==> config.mk <==
export PLATFORM = sky130hd
export DESIGN_NAME = pio_top
export DESIGN_NICKNAME = d
export VERILOG_FILES = /design/src/hw/pio_pkg.sv /design/src/hw/pio_sync_if.sv /design/src/hw/pio_top.sv /design/src/hw/pio_sync.sv
export VERILOG_INCLUDE_DIRS = /design/src /design/src/hw
export SDC_FILE = /design/constraint.sdc
export NUM_CORES = 1
export LEC_CHECK = 0
export BUFFER_PORTS_ARGS = -buffer_cell sky130_fd_sc_hd__buf_2
export CORE_ASPECT_RATIO = 1.75
export CORE_UTILIZATION = 36
export DETAILED_ROUTE_END_ITERATION = 8
export PLACE_DENSITY_LB_ADDON = 0.25
export SYNTH_ARGS = -nofsm -noshare
export SYNTH_HDL_FRONTEND = slang
export SYNTH_SLANG_ARGS = --single-unit
export TNS_END_PERCENT = 1
==> constraint.sdc <==
create_clock -name pclk -period 2.05 [get_ports pclk]
set_input_delay 0.1025 -clock pclk [delete_from_list [all_inputs] [get_ports pclk]]
set_output_delay 0.1025 -clock pclk [all_outputs]
set_load 0.005 [all_outputs]
==> src/hw/pio_regs.svh <==
// Purpose: Register offsets, fields and reset values of the I/O interface
// Assumes: APB byte addresses, one 32-bit word per register
// Notes:   Widths of bus fields live here too
`ifndef PIO_REGS_SVH
`define PIO_REGS_SVH
`define PIO_OFF_CTRL     12'h000
`define PIO_OFF_STATUS   12'h004
`define PIO_OFF_BUFFER   12'h008
`define PIO_OFF_FLAGS    12'h00C
`define PIO_CTRL_ADDR_LSB 0
`define PIO_CTRL_MBIT_LSB 8
`define PIO_FLAG_OVR_BIT  0
`define PIO_FLAG_PAR_BIT  1
`define PIO_RST_DEVADDR  6'h00
`define PIO_RST_MASKBIT  4'h0
`define PIO_RST_WORD     16'h0000
`define PIO_RST_DATA     32'h0000_0000
`define PIO_NORM_PULSE_MS 100
`define PIO_ADDR_W 6
`define PIO_FUNC_W 4
`define PIO_DATA_W 16
`define PIO_NPULSE 9
`define PIO_NLEVEL 45
`endif

==> src/hw/pio_pkg.sv <==
// Purpose: Types shared by the I/O interface modules
// Assumes: pio_regs.svh gives the widths
// Notes:   Function codes ride on the function bus during pulses
`include "pio_regs.svh"
package pio_pkg;
	// Control command function codes
	typedef enum logic [3:0] {
		PIO_CMD_READ  = 4'h0,
		PIO_CMD_WRITE = 4'h1,
		PIO_CMD_STOP  = 4'h2,
		PIO_CMD_CHON  = 4'h3,
		PIO_CMD_CHOFF = 4'h4
	} pio_cmd_type;
	// Skip test condition codes
	typedef enum logic [3:0] {
		PIO_TEST_READY = 4'h1,
		PIO_TEST_BUSY  = 4'h2,
		PIO_TEST_INTR  = 4'h4
	} pio_test_type;
	// Index of each pulse in the synchronised pulse vector
	typedef enum int {
		PIO_P_CMD, PIO_P_TEST, PIO_P_OTP, PIO_P_RRL, PIO_P_SMK,
		PIO_P_ARRIVE, PIO_P_TAKE, PIO_P_ERL, PIO_P_NORM
	} pio_pidx_type;
	// Whole state of the interface controller
	typedef struct packed {
		logic                    ready;
		logic                    busy;
		logic                    mask;
		logic                    mode_out;
		logic                    chan_en;
		logic                    chan_ready;
		logic                    overrun;
		logic                    par_err;
		logic [`PIO_DATA_W-1:0]  buffer;
		logic [`PIO_DATA_W-1:0]  dout;
		logic [`PIO_DATA_W-1:0]  in_bus;
		logic                    in_oe;
		logic                    skip;
		logic                    irq;
		logic                    csr;
		logic                    stop;
		logic [`PIO_ADDR_W-1:0]  dev_addr;
		logic [3:0]              mask_bit;
		logic [31:0]             prdata;
		logic                    pready;
		logic                    pslverr;
	} pio_state_type;
endpackage : pio_pkg

==> src/hw/pio_sync_if.sv <==
// Purpose: Carries synchronised levels and their edges between modules
// Assumes: One clock domain, pclk
// Notes:   Edges are one-cycle pulses
`timescale 1ns/10ps
interface pio_sync_if #(parameter int W = 1);
	logic [W-1:0] level;
	logic [W-1:0] rise;
	logic [W-1:0] fall;
	modport src (output level, output rise, output fall);
	modport dst (input level, input rise, input fall);
endinterface : pio_sync_if

==> src/hw/pio_top.sv <==
// Purpose: Device control interface on a parallel I/O bus, APB set-up
// Assumes: Bus pulses are active high here and asynchronous to pclk
// Notes:   Command and strobe updates happen on synchronised trailing edges; normalize and skip test act on level
// Function
// - Skip test selects ready, busy or interrupt
// - Input ready stays clear until data arrives
// - Drive input bus only while addressed
// - Ready reset in input clears buffer, ready
// - Output strobe loads buffer; reset keeps it
// - Output: reset clears ready, take sets
// - Mask set samples own output bit
// - Interrupt request is ready and mask
// - Interrupt skip needs address, mask, ready
// - Pending input word held until taken
// - Output enable command also sets ready
// - Clear or power-on resets busy, ready, mask
// - Channel requests only while channel enabled
// - Channel mode uses channel address line
// - End of range stops channel requests
// - Block stop when data runs out
// - Parity error line to host
// - Write sets busy, ready; read busy only
// - Command records transfer direction
`timescale 1ns/10ps
`include "pio_regs.svh"
module pio_top (
	input  wire logic                   pclk,
	input  wire logic                   presetn,
	input  wire logic                   psel,
	input  wire logic                   penable,
	input  wire logic                   pwrite,
	input  wire logic [11:0]            paddr,
	input  wire logic [31:0]            pwdata,
	output logic      [31:0]            prdata,
	output logic                        pready,
	output logic                        pslverr,
	input  wire logic [`PIO_ADDR_W-1:0] address_bus,
	input  wire logic [`PIO_FUNC_W-1:0] function_bus,
	input  wire logic [`PIO_DATA_W-1:0] output_bus,
	input  wire logic                   control_command,
	input  wire logic                   skip_test_cycle,
	input  wire logic                   output_strobe,
	input  wire logic                   ready_reset_pulse,
	input  wire logic                   mask_set_pulse,
	input  wire logic                   channel_address_line,
	input  wire logic                   end_of_range_pulse,
	input  wire logic                   master_clear_level,
	input  wire logic                   power_on_normalize_pulse,
	input  wire logic                   data_arrival_pulse,
	input  wire logic                   take_data_pulse,
	input  wire logic [`PIO_DATA_W-1:0] periph_data,
	input  wire logic                   periph_parity,
	input  wire logic                   periph_out_of_data,
	output logic      [`PIO_DATA_W-1:0] input_bus,
	output logic                        input_bus_oe,
	output logic      [`PIO_DATA_W-1:0] periph_word,
	output logic                        skip_response_line,
	output logic                        interrupt_request_line,
	output logic                        channel_service_request,
	output logic                        block_stop_line,
	output logic                        parity_error_input
);
	localparam int AW = `PIO_ADDR_W;
	localparam int FW = `PIO_FUNC_W;
	localparam int DW = `PIO_DATA_W;
	localparam int NP = `PIO_NPULSE;
	localparam int NL = `PIO_NLEVEL;

	pio_pkg::pio_state_type st_reg;
	pio_pkg::pio_state_type st_next;

	logic [NP-1:0] pulse_raw;
	logic [NL-1:0] level_raw;
	logic          normalize_level;

	pio_sync_if #(.W(NP)) pulse_if ();
	pio_sync_if #(.W(NL)) level_if ();

	// Clear and power-on merged before synchronising
	assign normalize_level = master_clear_level | power_on_normalize_pulse;

	// Pulse vector in index order
	always_comb begin
		pulse_raw                  = '0;
		pulse_raw[pio_pkg::PIO_P_CMD] = control_command;
		pulse_raw[pio_pkg::PIO_P_TEST] = skip_test_cycle;
		pulse_raw[pio_pkg::PIO_P_OTP] = output_strobe;
		pulse_raw[pio_pkg::PIO_P_RRL] = ready_reset_pulse;
		pulse_raw[pio_pkg::PIO_P_SMK] = mask_set_pulse;
		pulse_raw[pio_pkg::PIO_P_ARRIVE] = data_arrival_pulse;
		pulse_raw[pio_pkg::PIO_P_TAKE] = take_data_pulse;
		pulse_raw[pio_pkg::PIO_P_ERL] = end_of_range_pulse;
		pulse_raw[pio_pkg::PIO_P_NORM] = normalize_level;
	end

	// Bus levels sampled alongside the pulses
	assign level_raw = {periph_out_of_data, periph_parity, periph_data,
		output_bus, channel_address_line, function_bus, address_bus};

	// Every parallel-bus and peripheral pin passes the three-stage filter; APB pins do not
	pio_sync #(.W(NP)) u_pulse_sync (
		.pclk    (pclk),
		.presetn (presetn),
		.raw     (pulse_raw),
		.sync    (pulse_if.src)
	);

	pio_sync #(.W(NL)) u_level_sync (
		.pclk    (pclk),
		.presetn (presetn),
		.raw     (level_raw),
		.sync    (level_if.src)
	);

	// Synchronised bus fields
	logic [AW-1:0] s_addr;
	logic [FW-1:0] s_func;
	logic          s_chan;
	logic [DW-1:0] s_obus;
	logic [DW-1:0] s_pdata;
	logic          s_ppar;
	logic          s_oodata;
	logic [NP-1:0] p_fall;
	logic [NP-1:0] p_lvl;

	assign s_addr   = level_if.level[AW-1:0];
	assign s_func   = level_if.level[AW+FW-1:AW];
	assign s_chan   = level_if.level[AW+FW];
	assign s_obus   = level_if.level[AW+FW+DW:AW+FW+1];
	assign s_pdata  = level_if.level[AW+FW+2*DW:AW+FW+DW+1];
	assign s_ppar   = level_if.level[AW+FW+2*DW+1];
	assign s_oodata = level_if.level[AW+FW+2*DW+2];
	assign p_fall   = pulse_if.fall;
	assign p_lvl    = pulse_if.level;

	// Transfer select: channel line in channel mode, else address match
	function automatic logic xfer_sel(input logic [AW-1:0] a,
		input logic [AW-1:0] dev, input logic ch_en, input logic ch_ln);
		xfer_sel = ch_en ? ch_ln : (a == dev);
	endfunction : xfer_sel

	// APB register decode
	function automatic logic [1:0] reg_index(input logic [11:0] a,
		output logic hit);
		hit = 1'b1;
		case (a)
			`PIO_OFF_CTRL:   reg_index = 2'h0;
			`PIO_OFF_STATUS: reg_index = 2'h1;
			`PIO_OFF_BUFFER: reg_index = 2'h2;
			`PIO_OFF_FLAGS:  reg_index = 2'h3;
			default: begin
				reg_index = 2'h0;
				hit       = 1'b0;
			end
		endcase
	endfunction : reg_index

	logic       sel;
	logic       std_sel;
	logic       hit;
	logic [1:0] ridx;
	logic       apb_do;

	assign std_sel = (s_addr == st_reg.dev_addr);
	assign sel     = xfer_sel(s_addr, st_reg.dev_addr, st_reg.chan_en,
		s_chan);
	assign apb_do  = psel & penable & st_reg.pready;

	// Next-state logic of the whole interface
	always_comb begin
		logic test_hit;
		test_hit = 1'b0;
		ridx    = reg_index(paddr, hit);
		st_next = st_reg;

		// APB: one wait cycle, answer registered
		st_next.pready  = psel & penable & ~st_reg.pready;
		st_next.pslverr = 1'b0;
		st_next.prdata  = `PIO_RST_DATA;
		if (psel & penable & ~st_reg.pready) begin
			st_next.pslverr = ~hit;
			if (hit && !pwrite) begin
				case (ridx)
					2'h0: st_next.prdata = {20'h0_0000,
						st_reg.mask_bit, 2'h0, st_reg.dev_addr};
					2'h1: st_next.prdata = {24'h00_0000,
						st_reg.par_err, st_reg.overrun,
						st_reg.chan_ready, st_reg.chan_en,
						st_reg.mode_out, st_reg.mask,
						st_reg.busy, st_reg.ready};
					2'h2: st_next.prdata = {16'h0000, st_reg.buffer};
					default: st_next.prdata = {30'h0000_0000,
						st_reg.par_err, st_reg.overrun};
				endcase
			end
		end
		if (apb_do && hit && pwrite) begin
			case (ridx)
				2'h0: begin
					st_next.dev_addr = pwdata[`PIO_CTRL_ADDR_LSB +: AW];
					st_next.mask_bit = pwdata[`PIO_CTRL_MBIT_LSB +: 4];
				end
				2'h3: begin
					if (pwdata[`PIO_FLAG_OVR_BIT]) begin
						st_next.overrun = 1'b0;
					end
					if (pwdata[`PIO_FLAG_PAR_BIT]) begin
						st_next.par_err = 1'b0;
					end
				end
				default: begin
				end
			endcase
		end

		// Control command decode on trailing edge
		if (p_fall[pio_pkg::PIO_P_CMD] && std_sel) begin
			case (pio_pkg::pio_cmd_type'(s_func))
				pio_pkg::PIO_CMD_WRITE: begin
					st_next.busy     = 1'b1;
					st_next.ready    = 1'b1;
					st_next.mode_out = 1'b1;
				end
				pio_pkg::PIO_CMD_READ: begin
					st_next.busy     = 1'b1;
					st_next.ready    = 1'b0;
					st_next.mode_out = 1'b0;
				end
				pio_pkg::PIO_CMD_STOP: st_next.busy = 1'b0;
				pio_pkg::PIO_CMD_CHON: begin
					st_next.chan_en    = 1'b1;
					st_next.chan_ready = 1'b1;
				end
				pio_pkg::PIO_CMD_CHOFF: st_next.chan_en = 1'b0;
				default: begin
				end
			endcase
		end

		// Output strobe loads buffer from output bus
		if (p_fall[pio_pkg::PIO_P_OTP] && sel && st_reg.mode_out) begin
			st_next.buffer = s_obus;
		end

		// Ready reset: trailing edge clears ready; buffer only on input
		if (p_fall[pio_pkg::PIO_P_RRL] && sel) begin
			st_next.ready = 1'b0;
			if (!st_reg.mode_out) begin
				st_next.buffer = `PIO_RST_WORD;
			end
		end

		// Data arrival: load word, set ready; held while pending
		if (p_fall[pio_pkg::PIO_P_ARRIVE] && st_reg.busy
			&& !st_reg.mode_out) begin
			if (st_reg.ready) begin
				st_next.overrun = 1'b1;
			end else begin
				st_next.buffer = s_pdata;
				st_next.ready  = 1'b1;
				if ((^s_pdata) != s_ppar) begin
					st_next.par_err = 1'b1;
				end
			end
		end

		// Take data: word to mechanism, ready set again
		if (p_fall[pio_pkg::PIO_P_TAKE] && st_reg.busy
			&& st_reg.mode_out) begin
			st_next.dout  = st_reg.buffer;
			st_next.ready = 1'b1;
		end

		// Mask from this device's own output bus bit
		if (p_fall[pio_pkg::PIO_P_SMK]) begin
			st_next.mask = s_obus[st_reg.mask_bit];
		end

		// End of range retires channel ready
		if (p_fall[pio_pkg::PIO_P_ERL] && s_chan) begin
			st_next.chan_ready = 1'b0;
		end

		// Normalize level overrides everything it resets
		if (p_lvl[pio_pkg::PIO_P_NORM]) begin
			st_next.busy  = 1'b0;
			st_next.ready = 1'b0;
			st_next.mask  = 1'b0;
		end

		// Skip test condition selected by function code
		if (p_lvl[pio_pkg::PIO_P_TEST] && std_sel) begin
			case (pio_pkg::pio_test_type'(s_func))
				pio_pkg::PIO_TEST_READY: test_hit = st_reg.ready;
				pio_pkg::PIO_TEST_BUSY:  test_hit = st_reg.busy;
				pio_pkg::PIO_TEST_INTR:
					test_hit = st_reg.ready & st_reg.mask;
				default: test_hit = 1'b0;
			endcase
		end
		st_next.skip = test_hit;

		// Input bus driven only while selected in input mode
		st_next.in_oe  = sel & ~st_reg.mode_out;
		st_next.in_bus = (sel & ~st_reg.mode_out) ? st_reg.buffer
			: `PIO_RST_WORD;

		// Interrupt and channel request lines
		st_next.irq  = st_reg.ready & st_reg.mask;
		st_next.csr  = st_reg.chan_en & st_reg.chan_ready
			& st_reg.ready;
		st_next.stop = st_reg.chan_en & st_reg.chan_ready
			& s_oodata;
	end

	// State register
	always_ff @(posedge pclk or negedge presetn) begin
		if (!presetn) begin
			st_reg          <= '0;
			st_reg.dev_addr <= `PIO_RST_DEVADDR;
			st_reg.mask_bit <= `PIO_RST_MASKBIT;
		end else begin
			st_reg <= st_next;
		end
	end

	// Outputs straight from the state register
	assign prdata                  = st_reg.prdata;
	assign pready                  = st_reg.pready;
	assign pslverr                 = st_reg.pslverr;
	assign input_bus               = st_reg.in_bus;
	assign input_bus_oe            = st_reg.in_oe;
	assign periph_word             = st_reg.dout;
	assign skip_response_line      = st_reg.skip;
	assign interrupt_request_line  = st_reg.irq;
	assign channel_service_request = st_reg.csr;
	assign block_stop_line         = st_reg.stop;
	assign parity_error_input      = st_reg.par_err;
endmodule : pio_top

==> src/hw/pio_sync.sv <==
// Purpose: Three-stage synchroniser with agreement filter and edge detect
// Assumes: Inputs asynchronous to pclk
// Notes:   A change counts once stages two and three agree
`timescale 1ns/10ps
module pio_sync #(parameter int W = 1) (
	input  wire logic         pclk,
	input  wire logic         presetn,
	input  wire logic [W-1:0] raw,
	pio_sync_if.src           sync
);
	typedef struct packed {
		logic [W-1:0] s1;
		logic [W-1:0] s2;
		logic [W-1:0] s3;
		logic [W-1:0] lvl;
		logic [W-1:0] rise;
		logic [W-1:0] fall;
	} pio_sync_type;
	pio_sync_type st_reg;
	pio_sync_type st_next;

	// Shift chain, filtered level and its edges
	always_comb begin
		st_next      = st_reg;
		st_next.s1   = raw;
		st_next.s2   = st_reg.s1;
		st_next.s3   = st_reg.s2;
		for (int i = 0; i < W; i++) begin
			if (st_reg.s2[i] == st_reg.s3[i]) begin
				st_next.lvl[i] = st_reg.s3[i];
			end
		end
		st_next.rise = st_next.lvl & ~st_reg.lvl;
		st_next.fall = ~st_next.lvl & st_reg.lvl;
	end

	// State register
	always_ff @(posedge pclk or negedge presetn) begin
		if (!presetn) begin
			st_reg <= '0;
		end else begin
			st_reg <= st_next;
		end
	end

	assign sync.level = st_reg.lvl;
	assign sync.rise  = st_reg.rise;
	assign sync.fall  = st_reg.fall;
endmodule : pio_sync

# After elaboration in Yosys (flattened, before gate mapping)
# Cells that the tools add are included.
totals:
  regBits: 329
  latch_bits: 0
  ramBits: 0
  rom_bits: 0
  output_inout_bits: 72
  memories: 0
classes:
  add_sub_neg: 0
  n_mul: 0
  div_mod_pow: 0
  n_lt_le_gt_ge: 1
  eq_ne: 66
  shifts: 0
  mux: 46
  bitwise_logic: 14
  n_reduce_logical: 33
op_table:
  columns: ["cell", "n"]
  rows:
  - ["$mux W16", 6]
  - ["$eq A1 B1 Y1", 54]
  - ["$pmux W16 S3", 1]
  - ["$mux W1", 26]
  - ["$eq A12 B4 Y1 const B", 2]
  - ["$mux W18", 1]
  - ["$mux W17", 1]
  - ["$reduce_xor A16 Y1", 1]
  - ["$logic_and A1 B1 Y1", 13]
  - ["$eq A12 B3 Y1 const B", 1]
  - ["$logic_not A12 Y1", 1]
  - ["$reduce_bool A2 Y1", 6]
  - ["$reduce_and A2 Y1", 5]
  - ["$and A1 B1 Y1", 8]
  - ["$and A8 B8 Y8", 1]
  - ["$eq A4 B2 Y1 const B", 2]
  - ["$not A8 Y8", 1]
  - ["$pmux W1 S2", 4]
  - ["$eq A6 B6 Y1", 1]
  - ["$mux W2", 3]
  - ["$pmux W2 S3", 1]
  - ["$lt A4 B5 Y1 const B", 1]
  - ["$bmux W1 S4", 1]
  - ["$eq A2 B2 Y1 const B", 2]
  - ["14 further kinds", 17]

# Logic depth before layout (Yosys ltp)
# Gate-level depths: netlist of run 1.
depth:
  ltp_word: 9
  mapped_depth: 8

# Hierarchy
# A second synthesis of run 1 with hierarchy kept.
hier_totals:
  hier_cells: 1079
  area_unflattened_um2: 15464.8
by_module_without_submodules:
  columns: ["mod", "n_inst", "cells_each", "area_per_inst_um2"]
  rows:
  - ["pio_sync at u_level_sync", 1, 540, 9009.9]
  - ["pio_top", 1, 431, 4652.0]
  - ["pio_sync at u_pulse_sync", 1, 108, 1803.0]

# Least setup slack after synthesis of run 1
# Ideal clock, no wire load.
synth_path:
  path_type: "reg-to-reg"
  from: "register st_reg[43] (netlist name)"
  to: "register st_reg[86] (netlist name)"
  setup_time_ns: 0.121
  arrival_time_ns: 1.804
  required_ns: 1.929
  setup_slack_ns: 0.125
  stages_incl_launch_ff: 8
  period_less_slack_ns: 1.925
  cell_sequence: "dfrtp_1 > xor2_1 > nor4_4 > and4_1 > clkbuf_2 > buf_2 > o22ai_1 > a22o_1"
synth_rtl:
  columns: ["item", "line", "rtl"]
  rows:
  - ["from (decl)", "pio_top.sv:69", "pio_pkg::pio_state_type st_reg;"]
  - ["from (signal assigned)", "pio_top.sv:323", "st_reg <= st_next;"]

# Worst setup path in the final report of run 1
layout_path:
  from: "register st_reg[34] (netlist name)"
  to: "register st_reg[102] (netlist name)"
layout_between:
  elab_chain_len: 4
layout_lines:
  columns: ["item", "line", "rtl"]
  rows:
  - ["$bmux W1 S4", "pio_top.sv:276", "st_next.mask = s_obus[st_reg.mask_bit];"]
  - ["$mux W1 (not written as such)", "pio_top.sv:276", null]
  - ["$mux W1", "pio_top.sv:275", "if (p_fall[pio_pkg::PIO_P_SMK]) begin"]
  - ["$mux W3", "pio_top.sv:285", "if (p_lvl[pio_pkg::PIO_P_NORM]) begin"]
# Every way passes these cells. The select of a mux whose other input is x is not followed.
# A chain may end at the register's enable or synchronous reset.

==> results.md, run 1 <==
- The portion of the post-synthesis area used by sequential elements is 72.2%.
- The synthesized area per cell is 15.2 um2.
- The setup violation total in the final timing report is 0.
- TritonCTS built the clock tree.
- The count of vias placed by the detailed router is 5939.
- The overall overflow remaining after global route is 0.
- The routed design uses 11400 um of met2 wire.
- Routability-driven placement finished with a final weighted congestion of 0.872.
- In the routed layout, each cell is associated on average with a via count of roughly 4.5.
- The cell at the root of the clock tree is clkbuf_16.
- The finished layout holds 1315 standard cells, fillers aside.
- The via count of the first global-routing pass is 6212.
- The standby leakage power is 6.27 nW.
- The signal on the critical path passes through mux4_2, mux4_2, mux2i_1, nor2_1.
- The portion of synthesized cell area occupied by the leading cell type is between 70% and 80%.
- The clock sink count is 312.
- At the pin with the least slew margin, the transition time is 551 ps.
- The arrival time at the worst endpoint is 2340 ps.
- The first TritonRoute pass finished after 6 iterations.
- In this run the count of I/O pins placed on the die edge is 176.
- In this run the worst path has a maximum fanout of 6.
- The worst path required time is 2470 ps.
- TritonCTS created 28 clock buffers.
- Clock-pin slew was measured on the worst setup and hold paths at 70 ps.
- Synthesis inferred ~310 register bits.
- The most numerous cell type found on the critical path is mux4_2.
- Once detail routing completed, the nets flagged for antenna violations numbered 0.
- The violation count after the first detailed-routing iteration is 350.
- The maximum clock skew at final layout is between 10 and 15 ps.
- The topmost layer with routed signal wires is met4.
- Across the run, the number of max-cap violations was 0.
- The number of logic stages on the critical path including buffering is 4.
- The number of antenna diodes is 0.
- The die is 231 um tall.
- The worst register-to-register path has a depth of 4.
- The final-report hold violation count is 0.
- The cell count after synthesis is 713.
- The starting density of the core is 36.8%.
- Dividing the final minimum period by the clock period gives 93.4%.
- The initial antenna violation count came to 0.
- The headroom to the max-slew limit is 63.2%.
- The wire length on met1 is 8570 um.
- In the post-synthesis netlist, the biggest area contributors are dfrtp_1 (72%), maj3_1 (5.0%), buf_4 (4.4%).
- Based on the critical path, the design can be clocked at up to 0.522 GHz.
- The wire-length estimate of the detail-placed layout is 15200 um.
- The slowest cell on the critical path is mux4_2.
- The power per cell area is 958 nW/um2.
- The clock latency of the later-clocked register in the worst-skew pair is 550 ps.
- In the synthesized netlist the dominant register cell turns out to be dfrtp_1.
- The run finished with clean final reports.
- The number of H-tree levels is 1.
- The horizontal die dimension is between 100 and 150 um.
- The number of buffers and inverters on the critical path is 0.
- Hold timing on the final database bottoms out at a slack of about 10 ps.
- The area inside the core boundary is 29400 um2.
- The flip-flop count of the largest register after layout is 90.
- The share of synthesized registers carrying an async set or reset is 100%.
- The count of buffers added on input and output ports is 137.
- The clock period could shrink to 1910 ps.
- The count of pins over their slew limit is 0.
- The number of placed instances, taps included, is 1193.
- The cell family contributing the most delay on the critical path is multiplexers.
- For this run, the slowest stage of the critical path takes 570 ps.
- In the routed design, unresolved DRC markers number 0.
- STA classifies the critical path endpoint as a flip-flop.
- In the final design database the tool counted between 1000 and 1500 nets.
- The met3 layer wire length in the routed design is 967 um.
- The first global-routing pass estimated 34400 um of wire.
- The worst setup path is of the flip-flop to flip-flop kind.
- The detail-routed net length per standard cell is 16.3 um.
- Across every metal layer, demand over resource in global routing totals 14.6%.
- The startpoint type of the worst setup path is a flip-flop.
- IR analysis of the VDD net gives a maximum drop of 0.634 mV.
- After synthesis the cells add up to 10800 um2.
- Cells fill 45.8% of the core in the end.
- The total negative slack for setup checks is 0 ps.
- The die covers between 30000 and 40000 um2.
- Setup repair after global routing left no endpoint under its margin.
- The synthesized design contains 0 enable-type register cells.
- The fraction of final layout cells with drive strength greater than 1 is 27.4%.
- The row count is 83.
- Entering global routing, the biggest net connects 77 pins.
- Once the clock tree was built, the setup fixing pass inserted 0 buffers.
- The distinct cell type count after synthesis is 47.
- In this run the worst hold path is classified as primary input to async pin.
- The synthesized design spends more area on one cell type than any other, namely dfrtp_1.
- The number of buffers on the longest clock path is 3.
- The total wire length after detailed routing is about 21000 um.
- The area growth from synthesis to layout is 24.4%.
- During synthesis, Yosys emitted a total of 0 warnings.
## synth_stat cells, types with 2 or more instances
library cell,number
nor2_1,21
clkbuf_1,11
nand3_1,5
and2_1,5
nand2_1,42
o21ai_0,5
nand3b_1,3
a211oi_1,3
dfrtp_1,312
xnor2_1,13
buf_2,4
mux4_2,5
a22o_1,18
nor3_1,5
inv_1,5
mux2i_1,8
maj3_1,54
buf_4,64
xor2_1,7
nor3b_1,7
and3_1,22
nand2b_1,5
a31oi_1,3
o22ai_1,16
nand4_1,4
mux2_2,25
a21o_1,4
or2_2,2
nor2b_1,5
a21oi_1,7
buf_6,2
a22oi_1,6
## metrics by stage
step	setup slack, ps	power [mW]	area, um2
after CTS	104	13.1	13400
after global placement	156	7.34	11700
after global routing	35.6	13.4	13400
after floorplan	125	7.00	10900
after detailed placement	123	7.36	11700
final	136	12.9	13400
## layout by cell type, fill, tap and decap left out, drive strengths merged, types with 2 or more instances in the layout
cell type and instances:
clkinvlp 2, a31oi 4, or2 2, clkinv 7
dlygate4sd3 70, a22oi 6, bufinv 4, buf 165
and4 2, a21o 4, nand2b 5, and3 22
nand3 5, nor3 6, nand3b 3, clkbuf 38
nor2b 5, a22o 18, mux4 5, o22ai 16
a211oi 3, mux2 25, a21oi 7, maj3 54
and2 5, mux2i 8, conb 16, nor4 3
nand4 5, inv 6, xnor2 13, dfrtp 312
nor2 21, o21ai 5, xor2 7, nor3b 7
nand2 42
## repair_timing
item                                   in CTS  in global routing
endpoints found under the hold margin     384                  0
setup endpoints to repair                   0                  1
hold buffers                               70                  0
gates resized for setup                     0                  1
## routing by layer
metal / global-route usage [%] / vias up
li1: - / 2776
met1: 17.2 / 2951
met2: 26.7 / 183
met3: 2.01 / 29
met4: 5.82 / 0
met5: 0 / -
## path summary, 6_finish.rpt
| path | start | endpoint | slack [ps] |
|---|---|---|---|
| worst max-delay path | st_reg[34]$_DFFE_PN0P_ | st_reg[102]$_DFFE_PN0P_ | 140 |
| worst min-delay path | presetn | u_pulse_sync.st_next[36]$_DFF_PN0_ | 10 |
| worst max register to register | st_reg[34]$_DFFE_PN0P_ | st_reg[102]$_DFFE_PN0P_ | 140 |
| worst min register to register | u_level_sync.st_next[200]$_DFF_PN0_ | u_level_sync.st_next[155]$_DFF_PN0_ | 350 |
| max in group asynchronous | presetn | u_level_sync.st_next[180]$_DFF_PN0_ | 1310 |
| min in group pclk | pwrite | prdata[0]$_DFF_PN0_ | 60 |
## power breakdown
group / internal (mW) / switching (mW) / total (mW) / leakage [nW]
Clock: 3.32 / 2.25 / 5.56 / 0.495
Sequential: 6.43 / 0.203 / 6.64 / 3.85
Combinational: 0.378 / 0.310 / 0.688 / 1.93
## worst reg2reg max path, delay by kind of cell, from the launching register on
kind,cells,cell delay (ps)
simple gates,1,60
mux,3,1170
flops,1,560
## kinds of logic (layout without fill, tap and decap cells)
group	count (synthesis)	count (layout)	share of synthesized area, %
AOI/OAI and AO/OA	65	65	4.29
xor gates and xnor gates	21	21	1.83
adders and majority gates	54	54	5.00
buffers and inverters	87	292	5.44
DFF	312	312	72.2
muxes	38	38	4.39
other	1	16	0.0347
and+or+nand+nor	135	135	6.83
## cell type report
cell class	count	area (um2)
clock buffer	38	820
clock inverter	14	185
fill	2619	15900
inverter	5	18.8
timing repair buffer	235	1660
tap	382	478
multi-input combinational	329	2480
sequential	312	7810
(Power assumes the default switching activity.)
==> inputs of run 2 (changes only) <==
Clock period 2.05 ns to 1.56 ns, I/O delays scaled along.
==> run 2 against run 1 <==
Net effect: the flow now finishes with violations (setup timing); fmax is 5.6% higher; critical path depth grew 3; first-iteration DRC count is 21% lower; clock-buffer cell count rose by 1; utilization increased by 1.9 points; largest cell class unchanged.
==> results.md, run 2 (synthesis results as in run 1) <==
- The flow ran to the end, but the final reports show violations.
- The final reports fail on setup timing.
- The vertical die dimension is 231 um (unchanged).
- The die outline area came to 30800 um2 (unchanged).
- The final antenna-violating net count was 0 (unchanged).
- The startpoint type of the worst setup path is a flip-flop.
- The type of destination of the critical path is a flip-flop.
- Leaving out fill and tap cells, the most frequent cells in the layout are dfrtp_1 (311), buf_2 (136), dlygate4sd3_1 (70), buf_4 (70), maj3_1 (54).
- The cell at the root of the clock tree is clkbuf_16.
- The type of the most critical hold path is primary input to flip-flop.
- The commonest non-fill, non-tap cell in the layout is dfrtp_1.
- The slew of the pin with the lowest slew margin is 507 ps (-43.5 ps).
- The count of vias placed by the detailed router is 6001 (+1.0%).
- The worst setup path is of the flip-flop to flip-flop kind.
- The clock-pin slew of the registers on the worst-case setup and hold paths is 60 ps (about the same).
- The number of buffers on the longest clock path is 3 (unchanged).
- Setup repair after global routing could not meet its margin everywhere.
- The area inside the core boundary came to 29400 um2 (unchanged).
- The length of the first detailed-routing pass in iterations is 4 (-2).
- The maximum achievable frequency is 0.552 GHz (+5.6%).
- The initial antenna violation count is 0 (unchanged).
- The final net count was 1068 (+5.2%).
- The max-capacitance violation count is 0 (unchanged).
- The met3 layer wire length in the routed design is 972 um (+0.52%).
- The arrival time at the worst endpoint was 2240 ps (-100 ps).
- The tightest hold margin is 68.3 ps (+58.0 ps).
- The cell area after placement came to 12200 um2 (+3.8%).
- After detailed routing, no signal wire sits above met4.
- The total wire length after detailed routing is 20700 um (-3.5%).
- The via count of the first global-routing pass is 6422 (+3.4%).
- The starting density of the core was 36.8% (unchanged).
- The count of pins over their slew limit is 0 (unchanged).
- Compared with the post-synthesis result, the final layout area differs by 29.5%.
- The first-pass GRT wire length came to 34100 um (-0.78%).
- The standby leakage power was 6.56 nW (+4.6%).
- The TritonCTS clock tree is built.
- The flip-flop count of the largest register after layout was 90 (unchanged).
- The final worst-path setup slack was -253 ps (-389 ps).
- The highest ir drop seen on vdd is 0.839 mV (+32%).
- The clock buffer count from CTS came to 28 (unchanged).
- The horizontal die dimension came to 133 um (unchanged).
- The global placement routability congestion came to 0.747 (-14%).
- The maximum fanout count along the critical path is 16 (+10).
- The number of H-tree levels came to 1 (unchanged).
- The HPWL after detailed placement is 14800 um (-2.5%).
- The final-report hold violation count is 0 (unchanged).
- The filler cell count is 2600 (-0.73%).
- The worst path required time is 1990 ps (-480 ps).
- The detail-routed via count per cell was 4.40 (-2.7%).
- The total length of routed met2 wires is 10700 um (-6.3%).
- The wire length on met1 is 8430 um (-1.6%).
- The clock latency of the later-clocked register in the worst-skew pair was 550 ps (about the same).
- The number of standard cells in the layout, taps in and fillers out is 1365 (+3.8%).
- The row count is 83 (unchanged).
- The fraction of final layout cells with drive strength greater than 1 was 32.2% (+4.8 points).
- The setup violation total in the final timing report is 36 (+36).
- The largest net degree at the start of global routing is 67 (-13%).
- The violation count after the first detailed-routing iteration is 278 (-21%).
- The number of I/O pins is 176 (unchanged).
- The maximum clock skew at final layout is 13.1 ps (+2.85 ps).
- The cell total after placement is 1244 (+4.3%).
- The headroom to the max-slew limit is 66.0% (+2.8 points).
- The post-detailed-route DRC marker count is 0 (unchanged).
- The power per cell area came to 1200 nW/um2 (+26%).
- The area of all placed cells without fillers is 14000 um2 (+4.1%).
- The clock sink count is 312 (unchanged).
- The number of antenna diodes was 0 (unchanged).
- The overall track demand over capacity in global routing is 14.2% (-0.38 points).
- The detail-routed net length per standard cell is 15.2 um (-7.1%).
- The count of port buffers added during placement is 137 (unchanged).
- The time the worst path needs with I/O delays and setup is 1810 ps (-101 ps).
- The overall overflow remaining after global route was 0 (unchanged).
- The post-route clock period utilization is 116% (+23 points).
## run 2: changes by cell type in the layout (fill, tap and decap cells not counted), sizes merged
cell and delta:
a31oi +1, buf +51, bufinv -1, clkbuf +1
clkinv -5, clkinvlp +2, dlymetal6s4s +1
## run 2: routing by layer
layer / GRT usage [%] / up-vias
met5: 0 / -
met4: 6.47 / 0
met3: 2.14 / 35
met2: 24.9 / 165
met1: 17.3 / 2917
li1: - / 2884
## run 2: worst max-delay path, cell delays in order, from the launching register on
cell     delay, ps
dfrtp_1        390
xor2_1         190
nor4_4         290
buf_4          190
and4_4         230
buf_12         140
o22ai_1         70
a22o_1         200
## run 2: path summary, 6_finish.rpt
path | from | end | slack [ps] | cells after the start
worst max-delay path | st_reg[43]$_DFFE_PN0P_ | st_reg[93]$_DFF_PN0_ | -250 | 7
worst min-delay path | pwrite | prdata[7]$_DFF_PN0_ | 70 | 4
worst max register to register | st_reg[43]$_DFFE_PN0P_ | st_reg[93]$_DFF_PN0_ | -250 | 7
worst min register to register | u_level_sync.st_next[181]$_DFF_PN0_ | u_level_sync.st_next[136]$_DFF_PN0_ | 340 | 0
max in group asynchronous | presetn | u_level_sync.st_reg[170]$_DFF_PN0_ | 150 | 4
min in group asynchronous | presetn | u_level_sync.st_next[203]$_DFF_PN0_ | 550 | 3
## run 2: timing repair
action                                  in CTS  in global routing
setup buffers                                0                  0
pin swaps                                    3                  2
gates cloned                                 1                  0
endpoints found under the setup margin      39                 66
hold endpoints to repair                   386                  0
hold buffers                                71                  0
resized for setup                            8                 20
## run 2: through the flow
step | util (%) | TNS [ps] | total power, mW | worst slack (ps)
finish | 47.6 | -6010 | 16.9 | -253
global route | 47.6 | -9140 | 17.6 | -344
CTS | 47.4 | -8150 | 17.2 | -266
detailed placement | 41.5 | -11280 | 9.81 | -342
global placement | 41.5 | -10800 | 9.79 | -298
floorplan | - | -7220 | 9.21 | -265
## run 2: area by class of cell
type                       instances  area (um2)  area share, %
multi-input combinational        330        2610           18.7
clock buffer                      39         833           5.95
tap                              382         478           3.41
clock inverter                    10         139          0.992
inverter                           5        18.8          0.134
sequential                       312        7810           55.8
timing repair buffer             287        2110           15.1
## run 2: report_power, final
group          leakage, nW  total, mW  switching (mW)  internal [mW]
Combinational         2.24       1.12           0.486          0.637
Clock                0.467       7.07            2.86           4.21
Sequential            3.85       8.67           0.210           8.46
Total                 6.56       16.9            3.55           13.3
==> inputs of run 3 (changes only) <==
Settings changed: ABC_CLOCK_PERIOD_IN_PS set to 1560, CELL_PAD_IN_SITES_DETAIL_PLACEMENT set to 1, CELL_PAD_IN_SITES_GLOBAL_PLACEMENT set to 1, CTS_BUF_LIST set to sky130_fd_sc_hd__clkbuf_4 sky130_fd_sc_hd__clkbuf_8.
==> run 3 against run 2 <==
Net effect: the run still ends with setup timing left; final cell count grew 2.4%; global-route usage grew 1.9 points; sequential cell count unchanged; worst hold slack lost 16 ps; die area did not move; sequential power barely moved; via count rose by 5.0%; clock power is essentially flat; first-iteration DRC count down 20%; combinational power grew 4%; critical path type unchanged; critical endpoint is now st_reg[95]$_DFF_PN0_; largest power group unchanged; highest routed layer unchanged.
==> results.md, run 3 (synthesis results as in run 1) <==
- The row count is 83 (unchanged).
- On the critical path, the stage with the largest delay is an instance of dfrtp_1.
- STA classifies the critical path startpoint as a flip-flop.
- The flow ran to the end, but the final reports show violations.
- The starting density of the core is 36.8% (unchanged).
- The post-route clock period utilization was 120% (+3.4 points).
- The horizontal die dimension is 133 um (unchanged).
- The register cell area after layout is 7810 um2 (unchanged).
- The total wire length after detailed routing is 23200 um (+12%).
- The fraction of final layout cells with drive strength greater than 1 is 34.8% (+2.5 points).
- The clock latency of the later-clocked register in the worst-skew pair is 570 ps (+20 ps).
- The slew of the pin with the lowest slew margin is 528 ps (+21.2 ps).
- The clock sink count is 312 (unchanged).
- The clock-pin slew of the registers on the worst-case setup and hold paths is 70 ps (about the same).
- The die outline area is 30800 um2 (unchanged).
- The violation count after the first detailed-routing iteration is 222 (-20%).
- The critical path goes through xor2_1, nor4_4, buf_4, and4_4, buf_12, o22ai_1, a22o_1.
- The worst path required time is 1990 ps (about the same).
- The cell at the root of the clock tree is clkbuf_8.
- The power per cell area is 1200 nW/um2 (-0.45%).
- The max-capacitance violation count is 0 (unchanged).
- The endpoint identified for the worst register-to-register timing path is st_reg[95]$_DFF_PN0_.
- The initial antenna violation count is 1 (+1).
- The checks that failed: setup timing.
- The overall track demand over capacity in global routing was 16.2% (+1.9 points).
- The detail-routed via count per cell came to 4.51 (+2.5%).
- The startpoint identified for the worst register-to-register timing path is st_reg[38]$_DFFE_PN0P_.
- The number of H-tree levels is 2 (+1).
- The first-pass GRT wire length came to 38200 um (+12%).
- The worst setup path is captured at a flip-flop.
- The slack of the worst reg-to-reg path is -310 ps (-50 ps).
- The overall overflow remaining after global route is 0 (unchanged).
- The clock buffer count from CTS is 43 (+54%).
- The via count of the first global-routing pass is 7197 (+12%).
- The category of the critical setup timing path is flip-flop to flip-flop.
- The maximum fanout count along the critical path is 16 (unchanged).
- The total negative slack for setup checks is -7810 ps (-1800 ps).
- The detail-routed net length per standard cell is 16.6 um (+9.1%).
- The global placement routability congestion is 0.726 (-2.8%).
- The number of I/O pins is 176 (unchanged).
- The vertical die dimension is 231 um (unchanged).
- The highest ir drop seen on vdd is 0.645 mV (-23%).
- The flip-flop count of the largest register after layout came to 90 (unchanged).
- The arrival time at the worst endpoint is 2300 ps (+60 ps).
- In the layout the commonest cells are dfrtp_1 (311), buf_2 (136), buf_4 (73), dlygate4sd3_1 (69), clkbuf_8 (56).
- The final-report hold violation count is 0 (unchanged).
- The area inside the core boundary is 29400 um2 (unchanged).
- The filler cell count is 2987 (+15%).
- The count of port buffers added during placement is 137 (unchanged).
- The standby leakage power came to 6.67 nW (+1.7%).
- The final worst-path setup slack came to -307 ps (-53.8 ps).
- The TritonCTS clock tree is built.
- The maximum achievable frequency is 0.536 GHz (-2.9%).
- The final antenna-violating net count was 0 (unchanged).
- The post-detailed-route DRC marker count is 0 (unchanged).
- The final net count came to 1088 (+1.9%).
- The worst reg-to-reg path cell count is 7 (unchanged).
- The time the worst path needs with I/O delays and setup is 1870 ps (+53.8 ps).
- Setup repair after global routing could not meet its margin everywhere.
- The number of buffers on the longest clock path came to 3 (unchanged).
- The worst hold path belongs to the class primary input to async pin.
- The HPWL after detailed placement is 16100 um (+9.1%).
- The setup violation total in the final timing report is 40 (+11%).
- The largest net degree at the start of global routing is 56 (-16%).
- The total power of the final layout came to 16.9 mW (+0.34%).
- The maximum clock skew at final layout came to 23.8 ps (+10.7 ps).
- Leaving out fill and tap cells, the most frequent cell in the layout is dfrtp_1.
- The delay of the slowest cell on the worst path was 390 ps (about the same).
- The count of pins over their slew limit came to 0 (unchanged).
- The count of vias placed by the detailed router is 6300 (+5.0%).
- The headroom to the max-slew limit came to 64.8% (-1.2 points).
- The post-synthesis to final-layout area growth is 30.5%.
- The area of the multi-input gates is 2620 um2 (+0.24%).
- The length of the first detailed-routing pass in iterations was 4 (unchanged).
## run 3: worst max path at each step
stage / startpoint / end / cells past startpoint / slack [ps]
final: st_reg[38]$_DFFE_PN0P_ / st_reg[95]$_DFF_PN0_ / 7 / -310
after detailed placement: u_level_sync.sync.level[0]$_DFFE_PN0N_ / st_reg[95]$_DFF_PN0_ / 6 / -340
after global routing: u_level_sync.sync.level[0]$_DFFE_PN0N_ / st_reg[95]$_DFF_PN0_ / 7 / -380
after floorplan: st_reg[38]$_DFFE_PN0P_ / st_reg[88]$_DFF_PN0_ / 7 / -260
after CTS: u_level_sync.sync.level[0]$_DFFE_PN0N_ / st_reg[95]$_DFF_PN0_ / 7 / -310
after global placement: u_level_sync.sync.level[41]$_DFFE_PN0N_ / parity_error_input$_DFF_PN0_ / 5 / -270
## run 3: where the power goes
part           internal [mW]  switching (mW)
Combinational          0.666           0.508
Sequential              8.46           0.219
Clock                   4.14            2.92
## run 3: routing by layer
metal | wire length (um) | GRT usage (%) | vias to the layer above
met3 | 963 | 3.00 | 46
met5 | 0 | 0 | -
li1 | - | - | 2924
met1 | 8920 | 17.7 | 3172
met4 | 756 | 7.26 | 0
met2 | 12500 | 30.0 | 158
## run 3: worst max-delay path: cells and delay by family (launching register included)
| kind | cells | cell delay (ps) |
|---|---|---|
| and+or+nand+nor | 2 | 520 |
| DFF | 1 | 390 |
| buffers and inverters | 2 | 330 |
| xor gates and xnor gates | 1 | 190 |
| AOI/OAI and AO/OA | 2 | 280 |
## run 3: stage by stage
stage                     cell area (um2)  setup slack [ps]  hold WS (ps)  util, %  std cells
after floorplan                     10900              -265          -218        -        728
after global placement              12300              -272          59.8     41.7       1248
after detailed placement            12300              -337          64.6     41.7       1248
after CTS                           14000              -309          14.8     47.7       1396
after global routing                14100              -377          70.9     48.0       1398
final                               14100              -307          52.7     48.0       1398
## run 3: area by class of cell
type / instances / share of cell area (%)
multi-input cells: 330 / 18.6
clock buffers: 67 / 6.05
inverters: 5 / 0.133
flip-flops and latches: 312 / 55.3
clock inverters: 9 / 1.06
repair buffers: 292 / 15.5
diodes: 1 / 0.0177
well taps: 382 / 3.39
## run 3: timing repair
action | in CTS | in global routing
hold buffers | 70 | 0
endpoints found under the hold margin | 386 | 0
gates cloned | 1 | 0
gates resized for setup | 9 | 21
setup endpoints to repair | 40 | 67
pin swaps | 5 | 3
setup buffers | 1 | 1
